[config.mk]
export PLATFORM = sky130hd
export DESIGN_NAME = counter_pwm_compare
export DESIGN_NICKNAME = d
export VERILOG_FILES = /design/src/logic/counter_pwm_compare_pkg.sv /design/src/logic/count_clock_select.sv /design/src/logic/counter_pwm_compare.sv
export VERILOG_INCLUDE_DIRS = /design/src /design/src/logic
export SDC_FILE = /design/constraint.sdc
export NUM_CORES = 1
export LEC_CHECK = 0
export ABC_CLOCK_PERIOD_IN_PS = 5210
export BUFFER_PORTS_ARGS = -buffer_cell sky130_fd_sc_hd__buf_2
export CAP_MARGIN = 25
export CORE_MARGIN = 8
export CORE_UTILIZATION = 65
export DETAILED_ROUTE_END_ITERATION = 10
export PLACE_DENSITY = 0.86
export SETUP_SLACK_MARGIN = 0.05
export SLEW_MARGIN = 0
export SYNTH_ARGS = -nofsm -noshare
export SYNTH_HDL_FRONTEND = slang
export SYNTH_SLANG_ARGS = --single-unit
export TNS_END_PERCENT = 50
[constraint.sdc]
create_clock -name clk -period 5.21 [get_ports clk]
set_input_delay 0.521 -clock clk [delete_from_list [all_inputs] [get_ports clk]]
set_output_delay 0.521 -clock clk [all_outputs]
set_load 0.005 [all_outputs]
[src/logic/counter_pwm_compare_regs.svh]
// constants for the 10-bit up/down counter with compare and pwm
// assumes a nibble-wide register port with a 3-bit register index
`ifndef COUNTER_PWM_COMPARE_REGS_SVH
`define COUNTER_PWM_COMPARE_REGS_SVH

// ------------------------------------------------------------
// register indices
// ------------------------------------------------------------
`define CPC_ADDR_CLK_DIR   3'h0
`define CPC_ADDR_RUN       3'h1
`define CPC_ADDR_SYS_ONE   3'h2
`define CPC_ADDR_DATA_LOW  3'h3
`define CPC_ADDR_DATA_MID  3'h4
`define CPC_ADDR_DATA_HIGH 3'h5
`define CPC_ADDR_PWM_ROUTE 3'h6

// ------------------------------------------------------------
// field positions
// ------------------------------------------------------------
`define CPC_BIT_UP         3
`define CPC_BIT_START      3
`define CPC_BIT_EVENT      2
`define CPC_BIT_CMP_EN     1
`define CPC_BIT_LOAD       0
`define CPC_BIT_IRQ_EN     3
`define CPC_BIT_SLEEP      2
`define CPC_BIT_FULL_CMP   1
`define CPC_BIT_TEST       0
`define CPC_BIT_ROUTE      0

// ------------------------------------------------------------
// reset values and length masks
// ------------------------------------------------------------
`define CPC_RST_NIBBLE     4'h0
`define CPC_RST_COUNT      10'h000
`define CPC_MASK_10        10'h3ff
`define CPC_MASK_8         10'h0ff
`define CPC_MASK_6         10'h03f
`define CPC_MASK_4         10'h00f

`endif

[src/logic/counter_pwm_compare_pkg.sv]
// types shared by the counter, its clock selector and the bench
// assumes the constants header is compiled alongside
`default_nettype none

package counter_pwm_compare_pkg;

  // register index as seen on the nibble port
  typedef enum logic [2:0] {
    REG_CLK_DIR   = 3'b000,
    REG_RUN       = 3'b001,
    REG_SYS_ONE   = 3'b010,
    REG_DATA_LOW  = 3'b011,
    REG_DATA_MID  = 3'b100,
    REG_DATA_HIGH = 3'b101,
    REG_PWM_ROUTE = 3'b110
  } reg_addr_t;

  // counter length selection
  typedef enum logic [1:0] {
    LEN_10 = 2'b00,
    LEN_8  = 2'b01,
    LEN_6  = 2'b10,
    LEN_4  = 2'b11
  } len_sel_t;

endpackage

`default_nettype wire

[src/logic/count_clock_select.sv]
// clock source selector: synchronises the eight candidate clocks and
// reports rising and falling edges of the selected one as pulses
// assumes all sources are asynchronous and slower than half of clk
`timescale 1ns/100ps
`default_nettype none

module count_clock_select
  import counter_pwm_compare_pkg::*;
(
  input  wire logic       clk,
  input  wire logic       sys_rst,
  input  wire logic [2:0] srcSel,        // clock_source_select field
  input  wire logic       portABitZero,  // port A bit 0 after polarity
  input  wire logic       portABitThree, // port A bit 3 after polarity
  input  wire logic [5:0] prescTaps,     // taps 15,12,10,8,4,1 in bits 0..5
  output logic            riseTick,      // selected source rose
  output logic            fallTick       // selected source fell
);

  // ------------------------------------------------------------
  // synchronisers
  // ------------------------------------------------------------
  logic       [7:0] rawSrc;    // code order: pa0, taps, pa3
  wire logic  [7:0] syncOut;   // second stage of every source
  logic             selLvl_r;  // selected level, one cycle old

  assign rawSrc = {portABitThree, prescTaps[5:0], portABitZero};

  // two flip-flops per source; every source is off our clock
  genvar gi;
  generate
    for (gi = 0; gi < 8; gi = gi + 1) begin : g_sync
      logic stageA_r;  // first stage, read only by second stage
      logic stageB_r;  // second stage, the only one logic reads
      always_ff @(posedge clk) begin
        if (sys_rst) begin
          stageA_r <= 1'b0;
          stageB_r <= 1'b0;
        end else begin
          stageA_r <= rawSrc[gi];
          stageB_r <= stageA_r;
        end
      end
      // flops stay local so no vector is written from eight processes
      assign syncOut[gi] = stageB_r;
    end
  endgenerate

  // ------------------------------------------------------------
  // edge detection on the selected source
  // ------------------------------------------------------------
  // switching the source may fake one edge; software stops first
  always_ff @(posedge clk) begin
    if (sys_rst) begin
      selLvl_r <= 1'b0;
      riseTick <= 1'b0;
      fallTick <= 1'b0;
    end else begin
      selLvl_r <= syncOut[srcSel];
      riseTick <= syncOut[srcSel] & ~selLvl_r;
      fallTick <= ~syncOut[srcSel] & selLvl_r;
    end
  end

endmodule

`default_nettype wire

[src/logic/counter_pwm_compare.sv]
// 10-bit up/down counter with preset load, limited length, compare
// match and pwm generator, programmed through nibble registers
// assumes a single 250 MHz clock, register port without wait states,
// and that the port B direction and interrupt masks live elsewhere
//
// The strobed register port and the placing of the registers were chosen for this implementation.
`timescale 1ns/100ps
`default_nettype none

`include "counter_pwm_compare_regs.svh"

// Behaviour
// - compare off forces pwm: up 0, down 1
// - up mode: rollover sets pwm, match clears
// - pwm match uses selected length bits only
// - irqs keep firing while pwm runs
// - down mode: start 1, rollover 0, match 1
// - load copies preset, self clears, reads 0
// - low nibble read latches upper shadow bits
// - rollover irq at zero or length maximum
// - loading never raises an irq
// - direction change inverts the counter value
// - loading zero stops counter, no irq
// - source code selects port or prescaler tap
// - reset gives port bit zero, down count
// - length select picks 10, 8, 6, 4 bits
// - full compare select resets to limited
// - data registers: write preset, read count
// - route enable puts pwm on port pin
// - every load clears compare enable
// - full compare with pwm route counts pulses then stops
// - cyclic step by one per rising source edge
module counter_pwm_compare
  import counter_pwm_compare_pkg::*;
(
  input  wire logic       clk,
  input  wire logic       sys_rst,
  input  wire logic [2:0] regAddr,       // register index
  input  wire logic [3:0] regWrData,     // write nibble
  input  wire logic       regWrStb,      // one-cycle write strobe
  input  wire logic       regRdStb,      // one-cycle read strobe
  output logic      [3:0] regRdData,     // read nibble, cycle after strobe
  input  wire logic       portABitZero,  // port A bit 0 clock input
  input  wire logic       portABitThree, // port A bit 3 clock input
  input  wire logic [5:0] prescTaps,     // prescaler taps 15,12,10,8,4,1
  output logic            pwmOutputPin,  // pwm level for port B bit 3
  output logic            pwmRouteOn,    // port B bit 3 takes pwm level
  output logic            rolloverIrq,   // one-cycle rollover request
  output logic            matchIrq       // one-cycle compare request
);

  // ------------------------------------------------------------
  // register state
  // ------------------------------------------------------------
  logic       upMode_r;      // 1 counts up, 0 counts down
  logic [2:0] srcSel_r;      // clock_source_select
  logic       start_r;       // run control
  logic       eventMode_r;   // event_tally_mode
  logic       compareEn_r;   // compare_enable
  logic       irqEnable_r;   // global_irq_enable, stored only
  logic       sleepBit_r;    // stored only
  logic       fullCmp_r;     // full_compare_irq_select
  logic       testBit_r;     // factory_test_bit, stored only
  logic       pwmRoute_r;    // pwm_route_enable
  logic [9:0] preset_r;      // preset_compare_value
  len_sel_t   lenSel_r;      // length_select
  logic [9:0] count_r;       // live counter
  logic [5:0] shadow_r;      // shadow_upper_bits
  logic       armed_r;       // start synchronisation seen
  logic       pwmState_r;    // internal pwm level

  // ------------------------------------------------------------
  // decode
  // ------------------------------------------------------------
  reg_addr_t  addrEnum;      // typed address
  logic       wrClkDir;      // write to clock/direction register
  logic       wrRun;         // write to run control
  logic       loadNow;       // load request this cycle
  logic       dirFlip;       // direction changes this cycle
  logic       rdLow;         // low nibble read

  assign addrEnum = reg_addr_t'(regAddr);
  assign wrClkDir = regWrStb && (regAddr == `CPC_ADDR_CLK_DIR);
  assign wrRun    = regWrStb && (regAddr == `CPC_ADDR_RUN);
  assign loadNow  = wrRun && regWrData[`CPC_BIT_LOAD];
  assign dirFlip  = wrClkDir && (regWrData[`CPC_BIT_UP] != upMode_r);
  assign rdLow    = regRdStb && (regAddr == `CPC_ADDR_DATA_LOW);

  // ------------------------------------------------------------
  // clock source
  // ------------------------------------------------------------
  logic riseTick;  // selected source rose
  logic fallTick;  // selected source fell

  // source code to clock mapping lives in the selector
  count_clock_select count_clock_select_inst (
    .clk           (clk),
    .sys_rst       (sys_rst),
    .srcSel        (srcSel_r),
    .portABitZero  (portABitZero),
    .portABitThree (portABitThree),
    .prescTaps     (prescTaps),
    .riseTick      (riseTick),
    .fallTick      (fallTick)
  );

  // ------------------------------------------------------------
  // step arithmetic
  // ------------------------------------------------------------
  logic [9:0] lenMask;    // bits of the selected length
  logic       stepNow;    // counter advances this cycle
  logic [9:0] countNxt;   // value after one step
  logic       rollHit;    // new value is the rollover value
  logic       matchLim;   // match on selected length
  logic       matchFull;  // match on all ten bits
  logic       matchIrqEv; // compare request condition

  // length mask from the high data nibble
  always_comb begin
    case (lenSel_r)
      LEN_10:  lenMask = `CPC_MASK_10;
      LEN_8:   lenMask = `CPC_MASK_8;
      LEN_6:   lenMask = `CPC_MASK_6;
      LEN_4:   lenMask = `CPC_MASK_4;
      default: lenMask = `CPC_MASK_10;
    endcase
  end

  // normal mode waits for a falling edge first; event mode does not
  // a load or a direction change wins over a step in the same cycle
  assign stepNow  = start_r && riseTick && (armed_r || eventMode_r) &&
                    !loadNow && !dirFlip;
  // full width carry lets upper bits tally pulses
  assign countNxt = upMode_r ? count_r + 10'h001 : count_r - 10'h001;
  // rollover at length maximum up, zero down
  assign rollHit  = upMode_r ? ((countNxt & lenMask) == lenMask)
                             : ((countNxt & lenMask) == 10'h000);
  // pwm match ignores the full compare select
  assign matchLim = ((countNxt ^ preset_r) & lenMask) == 10'h000;
  assign matchFull = (countNxt == preset_r);
  // full select widens only the interrupt compare
  assign matchIrqEv = compareEn_r && (fullCmp_r ? matchFull : matchLim);

  // ------------------------------------------------------------
  // start synchronisation
  // ------------------------------------------------------------
  // a falling edge latched while running arms the first count
  always_ff @(posedge clk) begin
    if (sys_rst) begin
      armed_r <= 1'b0;
    end else if (!start_r) begin
      armed_r <= 1'b0;
    end else if (fallTick) begin
      armed_r <= 1'b1;
    end
  end

  // ------------------------------------------------------------
  // clock and direction register
  // ------------------------------------------------------------
  // reset selects port bit zero and down counting
  always_ff @(posedge clk) begin
    if (sys_rst) begin
      upMode_r <= 1'b0;
      srcSel_r <= 3'h0;
    end else if (wrClkDir) begin
      upMode_r <= regWrData[`CPC_BIT_UP];
      srcSel_r <= regWrData[2:0];
    end
  end

  // ------------------------------------------------------------
  // run control register
  // ------------------------------------------------------------
  // load clears compare enable zero load stops
  // a pwm run with full compare halts on its compare request
  always_ff @(posedge clk) begin
    if (sys_rst) begin
      start_r     <= 1'b0;
      eventMode_r <= 1'b0;
      compareEn_r <= 1'b0;
    end else if (wrRun) begin
      eventMode_r <= regWrData[`CPC_BIT_EVENT];
      if (loadNow) begin
        compareEn_r <= 1'b0;
        start_r     <= (preset_r != 10'h000) && regWrData[`CPC_BIT_START];
      end else begin
        compareEn_r <= regWrData[`CPC_BIT_CMP_EN];
        start_r     <= regWrData[`CPC_BIT_START];
      end
    end else if (stepNow && matchIrqEv && fullCmp_r && pwmRoute_r) begin
      start_r <= 1'b0;
    end
  end

  // ------------------------------------------------------------
  // system control and routing registers
  // ------------------------------------------------------------
  // full compare select resets to limited compare
  always_ff @(posedge clk) begin
    if (sys_rst) begin
      irqEnable_r <= 1'b0;
      sleepBit_r  <= 1'b0;
      fullCmp_r   <= 1'b0;
      testBit_r   <= 1'b0;
      pwmRoute_r  <= 1'b0;
    end else if (regWrStb) begin
      if (regAddr == `CPC_ADDR_SYS_ONE) begin
        irqEnable_r <= regWrData[`CPC_BIT_IRQ_EN];
        sleepBit_r  <= regWrData[`CPC_BIT_SLEEP];
        fullCmp_r   <= regWrData[`CPC_BIT_FULL_CMP];
        testBit_r   <= regWrData[`CPC_BIT_TEST];
      end
      if (regAddr == `CPC_ADDR_PWM_ROUTE) begin
        pwmRoute_r <= regWrData[`CPC_BIT_ROUTE];
      end
    end
  end

  // ------------------------------------------------------------
  // preset, compare and length nibbles
  // ------------------------------------------------------------
  // writes land in the preset, never in the live count
  always_ff @(posedge clk) begin
    if (sys_rst) begin
      preset_r <= `CPC_RST_COUNT;
      lenSel_r <= LEN_10;
    end else if (regWrStb) begin
      case (addrEnum)
        REG_DATA_LOW:  preset_r[3:0] <= regWrData;
        REG_DATA_MID:  preset_r[7:4] <= regWrData;
        REG_DATA_HIGH: begin
          preset_r[9:8] <= regWrData[1:0];
          lenSel_r      <= len_sel_t'(regWrData[3:2]);
        end
        default: begin
        end
      endcase
    end
  end

  // ------------------------------------------------------------
  // counter
  // ------------------------------------------------------------
  // load first, then direction inversion, then stepping
  always_ff @(posedge clk) begin
    if (sys_rst) begin
      count_r <= `CPC_RST_COUNT;
    end else if (loadNow) begin
      count_r <= preset_r;
    end else if (dirFlip) begin
      count_r <= ~count_r;
    end else if (stepNow) begin
      count_r <= countNxt;
    end
  end

  // ------------------------------------------------------------
  // interrupt requests
  // ------------------------------------------------------------
  // only a step raises them; a load never does
  // no gating by the pwm route, masks sit outside
  always_ff @(posedge clk) begin
    if (sys_rst) begin
      rolloverIrq <= 1'b0;
      matchIrq    <= 1'b0;
    end else begin
      rolloverIrq <= stepNow && rollHit;
      matchIrq    <= stepNow && matchIrqEv;
    end
  end

  // ------------------------------------------------------------
  // pwm generator
  // ------------------------------------------------------------
  // a match on the rollover step wins, so the pulse ends cleanly
  always_ff @(posedge clk) begin
    if (sys_rst) begin
      pwmState_r <= 1'b1;
    end else if (!compareEn_r) begin
      pwmState_r <= !upMode_r;
    end else if (stepNow && matchLim) begin
      pwmState_r <= !upMode_r;
    end else if (stepNow && rollHit) begin
      pwmState_r <= upMode_r;
    end
  end

  // pin level and route flag, both from flip-flops
  always_ff @(posedge clk) begin
    if (sys_rst) begin
      pwmOutputPin <= 1'b0;
      pwmRouteOn   <= 1'b0;
    end else begin
      pwmOutputPin <= pwmRoute_r & pwmState_r;
      pwmRouteOn   <= pwmRoute_r;
    end
  end

  // ------------------------------------------------------------
  // read path and shadow latch
  // ------------------------------------------------------------
  // upper bits frozen by the low read keep a three-read consistent
  always_ff @(posedge clk) begin
    if (sys_rst) begin
      shadow_r <= 6'h00;
    end else if (rdLow) begin
      shadow_r <= count_r[9:4];
    end
  end

  // data stands only in the cycle after the strobe
  always_ff @(posedge clk) begin
    if (sys_rst || !regRdStb) begin
      regRdData <= `CPC_RST_NIBBLE;
    end else begin
      case (addrEnum)
        REG_CLK_DIR:   regRdData <= {upMode_r, srcSel_r};
        REG_RUN:       regRdData <= {start_r, eventMode_r, compareEn_r, 1'b0};
        REG_SYS_ONE:   regRdData <= {irqEnable_r, sleepBit_r, fullCmp_r, testBit_r};
        REG_DATA_LOW:  regRdData <= count_r[3:0];
        REG_DATA_MID:  regRdData <= shadow_r[3:0];
        REG_DATA_HIGH: regRdData <= {lenSel_r, shadow_r[5:4]};
        REG_PWM_ROUTE: regRdData <= {3'h0, pwmRoute_r};
        default:       regRdData <= `CPC_RST_NIBBLE;
      endcase
    end
  end
endmodule

`default_nettype wire

Yosys cells after proc, flatten, opt, wreduce, memory -nomap -nowiden
Index checks and enable logic that the tools add are counted.

Register bits after elaboration: 69. Bits of input ports: 19. Output and inout port bits: 8.

Add/sub/neg operators: 2. $lt $le $gt $ge: 1. Eq/ne operators: 13. Muxes and demuxes: 17. Bitwise gates (word level): 10. Reductions and logical operators: 35.

Operator list (count): two-way mux 10 bit (4); case mux 10 bit (4 select lines) (1); case mux 4 bit (7 select lines) (1); AND 10 bit (2); == test 10 bit (2); zero test 10 bit (2); logical AND 1 bit (16); adder 10 x 1 -> 10 bit (second input constant) (1); two-way mux 1 bit (10); inverter 10 bit (1); AND reduction 2 bit (5); nonzero test 10 bit (1); subtractor 10 x 1 -> 10 bit (second input constant) (1); XOR 10 bit (1); == test 3 bit (second input constant) (3); == test 3 x 2 -> 1 bit (second input constant) (2); == test 2 bit (second input constant) (2); zero test 1 bit (4); less-than comparator 3 x 4 -> 1 bit (second input constant) (1); AND 1 bit (3); binary-select mux 1 bit (select 3 bit) (1); == test 3 x 1 -> 1 bit (second input constant) (1); zero test 3 bit (1); != test 3 x 1 -> 1 bit (second input constant) (1); other kinds (8) (11).

Logic depth before layout (Yosys ltp)
Depth after elaboration: 12. Mapped depth: 11.

Cells and area by module
Synthesis repeated with hierarchy kept, for this count alone.

Cell total of the unflattened synthesis: 434. Area total of the unflattened synthesis: 3841.2 um^2.

Modules (own cells, without submodules): counter_pwm_compare (times used 1, cells each 384, area each 3230.6 um^2, sequential area each 1001.0 um^2); count_clock_select (times used 1, cells each 50, area each 610.6 um^2, sequential area each 380.4 um^2).

Least setup slack after synthesis
Ideal clock, no wire load.

Kind: register to register. Start point: register upMode_r. End point: register pwmState_r. Arrival: 2.596 ns. Required time: 5.138 ns. Setup slack: 2.542 ns. Stages on the path, launching flop included: 11. Period minus slack after synthesis: 2.668 ns. Path through: dfxtp_1 inv_1 ha_1 a211oi_2 o21bai_4 o22ai_2 xor3_1 and4b_1 o22a_2 a21boi_2 mux2i_1.

Cells in the longest elaborated chain, start to end: 7. Elaborated cells on any way between the ends: 19. Those cells by class: eq/ne (3); mux (5); bitwise (3); reduce/logical (8).

RTL lines: start, declared (line counter_pwm_compare.sv:55) `logic upMode_r;`; start signal, assigned (line counter_pwm_compare.sv:167) `` upMode_r <= regWrData[`CPC_BIT_UP]; ``; two-way mux 10 bit or != test 1 bit (tied branches) (line counter_pwm_compare.sv:134, counter_pwm_compare.sv:86); XOR 10 bit or logical AND 1 bit (tied branches) (line counter_pwm_compare.sv:139, counter_pwm_compare.sv:86); AND 10 bit or zero test 1 bit (tied branches) (line counter_pwm_compare.sv:139, counter_pwm_compare.sv:132); zero test 10 bit or logical AND 1 bit (tied branches) (line counter_pwm_compare.sv:139, counter_pwm_compare.sv:132); logical AND 1 bit (line counter_pwm_compare.sv:282) `end else if (stepNow && matchLim) begin`; two-way mux 1 bit (line counter_pwm_compare.sv:282); two-way mux 1 bit (line counter_pwm_compare.sv:280) `end else if (!compareEn_r) begin`; end signal, assigned (line counter_pwm_compare.sv:281) `pwmState_r <= !upMode_r;`; end signal, assigned (line counter_pwm_compare.sv:283) `pwmState_r <= !upMode_r;`; end signal, assigned (line counter_pwm_compare.sv:285) `pwmState_r <= upMode_r;`; end, declared (line counter_pwm_compare.sv:70) `logic pwmState_r;`.

Several ways; a longest one is shown, not always the timed one. The select of a mux whose other input is x is not followed. A chain may end at the register's enable or synchronous reset.

Worst setup path in the final report
Ends and elaborated chain as after synthesis.

==> summary.md <==
| Metric | Value |
|---|---|
| DPL Wire Length | 6354 um |
| Initial DRT Pass Iterations | 5 |
| Vias per inst | 6.368 |
| Adder-cell share of the synthesized area | 0.03897 |
| Multi-input logic area | 2208 um2 |
| Layout area overhead | 8.801% |
| Worst R2R End | pwmState_r |
| H-tree depth | 3 |
| TNS Setup | 0 ps |
| Gr usage total | 0.2097 |
| Reg2Reg Depth | 10 |
| Dpl cell area | 3840 um2 |
| Clk_skew | 10.46 ps |
| CP Depth | 10 |
| Post-route DRC | 0 |
| Max transition margin | 0.3727 |
| Number of top-level pins | 27 |
| IO Port Bufs | 26 |
| First-pass GRT wire length | 14,450 um |
| Largest net degree at the start of global routing | 51 |
| Wire length per cell | 17.73 um |
| Critical path buffers and inverters | 1 |
| Mux cell area share after synthesis | 0.1102 |
| Register Area | 1381 um2 |
| Cts bufs inserted | 9 |
| Worst skew pair latency | ~340 ps |
| Area leader, netlist | dfxtp_1 |
| CP startpoint kind | flip-flop |
| WP data arrival | 3250 ps |
| Final instance area | 4053 um2 |
| Critical-path top delay cell | dfxtp_1 |
| Synth Area in Simple Gates | 0.2207 |
| Post-Syn Area per Cell | 9.152 um2 |
| Static Leakage | 1.690 nW |
| Fill count | 392 |
| Worst-Margin Slew | between 900 and 1000 ps |
| Drt total wl | approximately 8800 um |
| Antenna violations before repair | 0 |
| Asr flop ratio synth | 0 |
| Final Hold Fails | 0 |
| Post-synth EDFFs | 0 |
| Minimum clock period | 3022 ps |
| R2R setup slack | about 2200 ps |
| Required time worst endpoint | 5440 ps |
| Final global-route overflow total | 0 |
| Most numerous cell in the Yosys netlist | dfxtp_1 |
| Iter 0 DRT Violations | 273 |
| Antenna-violating nets left | 0 |
| Syn Inst Count | ~410 |
| Initial Util | 0.6764 |
| Area contributors post-synth | dfxtp_1 (37%), mux2i_1 (8.6%), nor2_1 (4.9%) |
| Setup violations, final | 0 |
| CORE AREA | 5507 um2 |
| Worst setup endpoint | pwmState_r |
| Crit path max fanout | 12 |
| Hold buffers post-CTS | 0 |
| Fin util | 0.7360 |
| CTS Root Cell | clkbuf_8 |
| Share of the synthesized area in the top cell type | 0.3708 |
| CTS tree | done |
| RR Startpoint | upMode_r |
| Die Span Y | 91.70 um |
| DR vias | 3,165 |
| Number of diodes | 0 |
| Cell area after synthesis | 3725 um2 |
| Clock transition at the registers of the reported paths | 90 ps |
| Fin. max-slew vios | 0 |
| Maxcap violations | 0 |
| Slowest cell delay on critical path | 450 ps |
| CTS max path bufs | 2 |
| RSZ-0062 raised after global routing | no |
| Post-synth cell types | 69 |
| Setup crit end kind | flip-flop |
| CTS sink count | between 60 and 70 |
| Worst setup path start | upMode_r |
| Complex-gate fraction of the synthesized area | 0.1532 |
| Tightest Hold Check Type | input port to flip-flop |
| Yosys warning count | 0 |
| Main flop type after synthesis | dfxtp_1 |
| Cell chain of the critical path | inv_1, ha_1, a211oi_2, o21bai_1, xor2_1, nand4_1, nor3_1, a31oi_1, a21oi_1, mux2i_1 |
| Full die area | 8409 um2 |
| Sequential fraction of the synthesis area | 0.3708 |
| Setup bufs post-CTS | 0 |
| Main combinational cell family by area after synthesis | simple AND/OR/NAND/NOR gates |
| Net Count, Synth | 437 |
| Post-CTS Resized | 0 |
| Vias in the first global route | 3,015 |
| Post-synth top cells | dfxtp_1 (69), nor2_1 (49), mux2i_1 (32) |
| Final worst path period share | 0.5800 |
| GPL Wtd Cong | between 0.9 and 1 |
| F_max | 330.9 MHz |
| Die Width | 91.70 um |
| Share of cells above drive strength 1 | 0.1506 |
| Nets | 450 |
| Top delay family on crit path | compound AO/OA/AOI/OAI gates |
| CP Class | flip-flop to flip-flop |
| Worst VDD drop | 0.2553 mV |
| Outcome | finished, final reports clean |
| Num rows | 27 |
| P per Cell Area | ~290 nW/um2 |
| Synth Area in XOR/XNOR | 0.06987 |
| Register bit total from synthesis | 69 |
-- layer usage --
layer	track usage	share of wire	vias to the layer above
met2	0.3355	0.47	178
met5	0	0	-
met1	0.2604	0.42	1483
met4	0.08322	0.021	0
li1	-	-	1480
met3	0.06031	0.089	24
-- worst min-delay path by stage --
stage,from,to,slack [ps],cells past startpoint
4_1_cts,prescTaps[3],count_clock_select_inst.g_sync[4].stageA_r,360,2
6_report,prescTaps[3],count_clock_select_inst.g_sync[4].stageA_r,380,2
5_1_grt,prescTaps[0],count_clock_select_inst.g_sync[1].stageA_r,380,2
3_5_place_dp,count_clock_select_inst.selLvl_r,count_clock_select_inst.riseTick,410,1
2_1_floorplan,count_clock_select_inst.selLvl_r,count_clock_select_inst.riseTick,390,1
3_3_place_gp,count_clock_select_inst.selLvl_r,count_clock_select_inst.riseTick,400,1
-- sequential cells by signal, indices dropped and copies added, names as in the netlist, 2 cells and up --
register	flops
count_r	10
preset_r	10
count_clock_select_inst.g_sync.stageA_r	8
count_clock_select_inst.g_sync.stageB_r	8
shadow_r	6
regRdData	4
srcSel_r	3
lenSel_r	2
-- metrics by stage --
| step | worst slack [ps] | total power, mW | hold WS (ps) | std cells |
|---|---|---|---|---|
| 4_1_cts | 2220 | 1.186 | 364.8 | 497 |
| 2_1_floorplan | 2542 | 0.6954 | 389.5 | 407 |
| 3_3_place_gp | 2290 | 0.7273 | 400.5 | 481 |
| 5_1_grt | 2020 | 1.224 | 377.0 | 497 |
| 6_report | 2188 | 1.181 | 376.0 | 497 |
| 3_5_place_dp | 2258 | 0.7317 | 406.1 | 481 |
-- cell usage in the layout, fill, tap and decap left out, types with 3 or more instances in the layout --
master and count:
nand2_1 31, inv_1 5, a211oi_1 4, a211o_1 4
inv_8 3, o211ai_1 3, a21oi_1 18, nand4_1 4
mux4_2 3, a22oi_1 3, and2_1 3, ha_1 10
xor2_1 11, nand3b_1 4, nor2b_1 18, nand3_1 17
xnor2_1 9, nand2b_1 6, o221ai_1 6, clkbuf_8 9
nor3_1 9, nor2_1 49, and3_1 4, dfxtp_1 69
o21ai_0 8, buf_2 26, mux2i_1 32
-- area by class of cell --
cell class,instances,share of cell area
clock inverter,7,0.02192
tap,72,0.02223
sequential,69,0.3408
clock buffer,9,0.03057
multi-input combinational,307,0.5449
timing repair buffer,27,0.03396
inverter,6,0.005557
-- power by group --
| group | leakage, nW | internal (mW) | switching [mW] |
|---|---|---|---|
| clock | 0.106 | 0.233 | 0.225 |
| sequential | 0.561 | 0.540 | 0.0113 |
| combinational | 1.02 | 0.0758 | 0.0955 |
| total | 1.69 | 0.849 | 0.332 |
-- cell families (layout without fill, tap and decap cells) --
logic type,after synthesis,after routing
muxes,37,37
adders and majority gates,11,11
DFF,69,69
xor gates and xnor gates,24,24
AOI/OAI and AO/OA,73,73
buffers and inverters,31,49
and+or+nand+nor,162,162
Note: power is estimated with default switching activity, not from simulation.
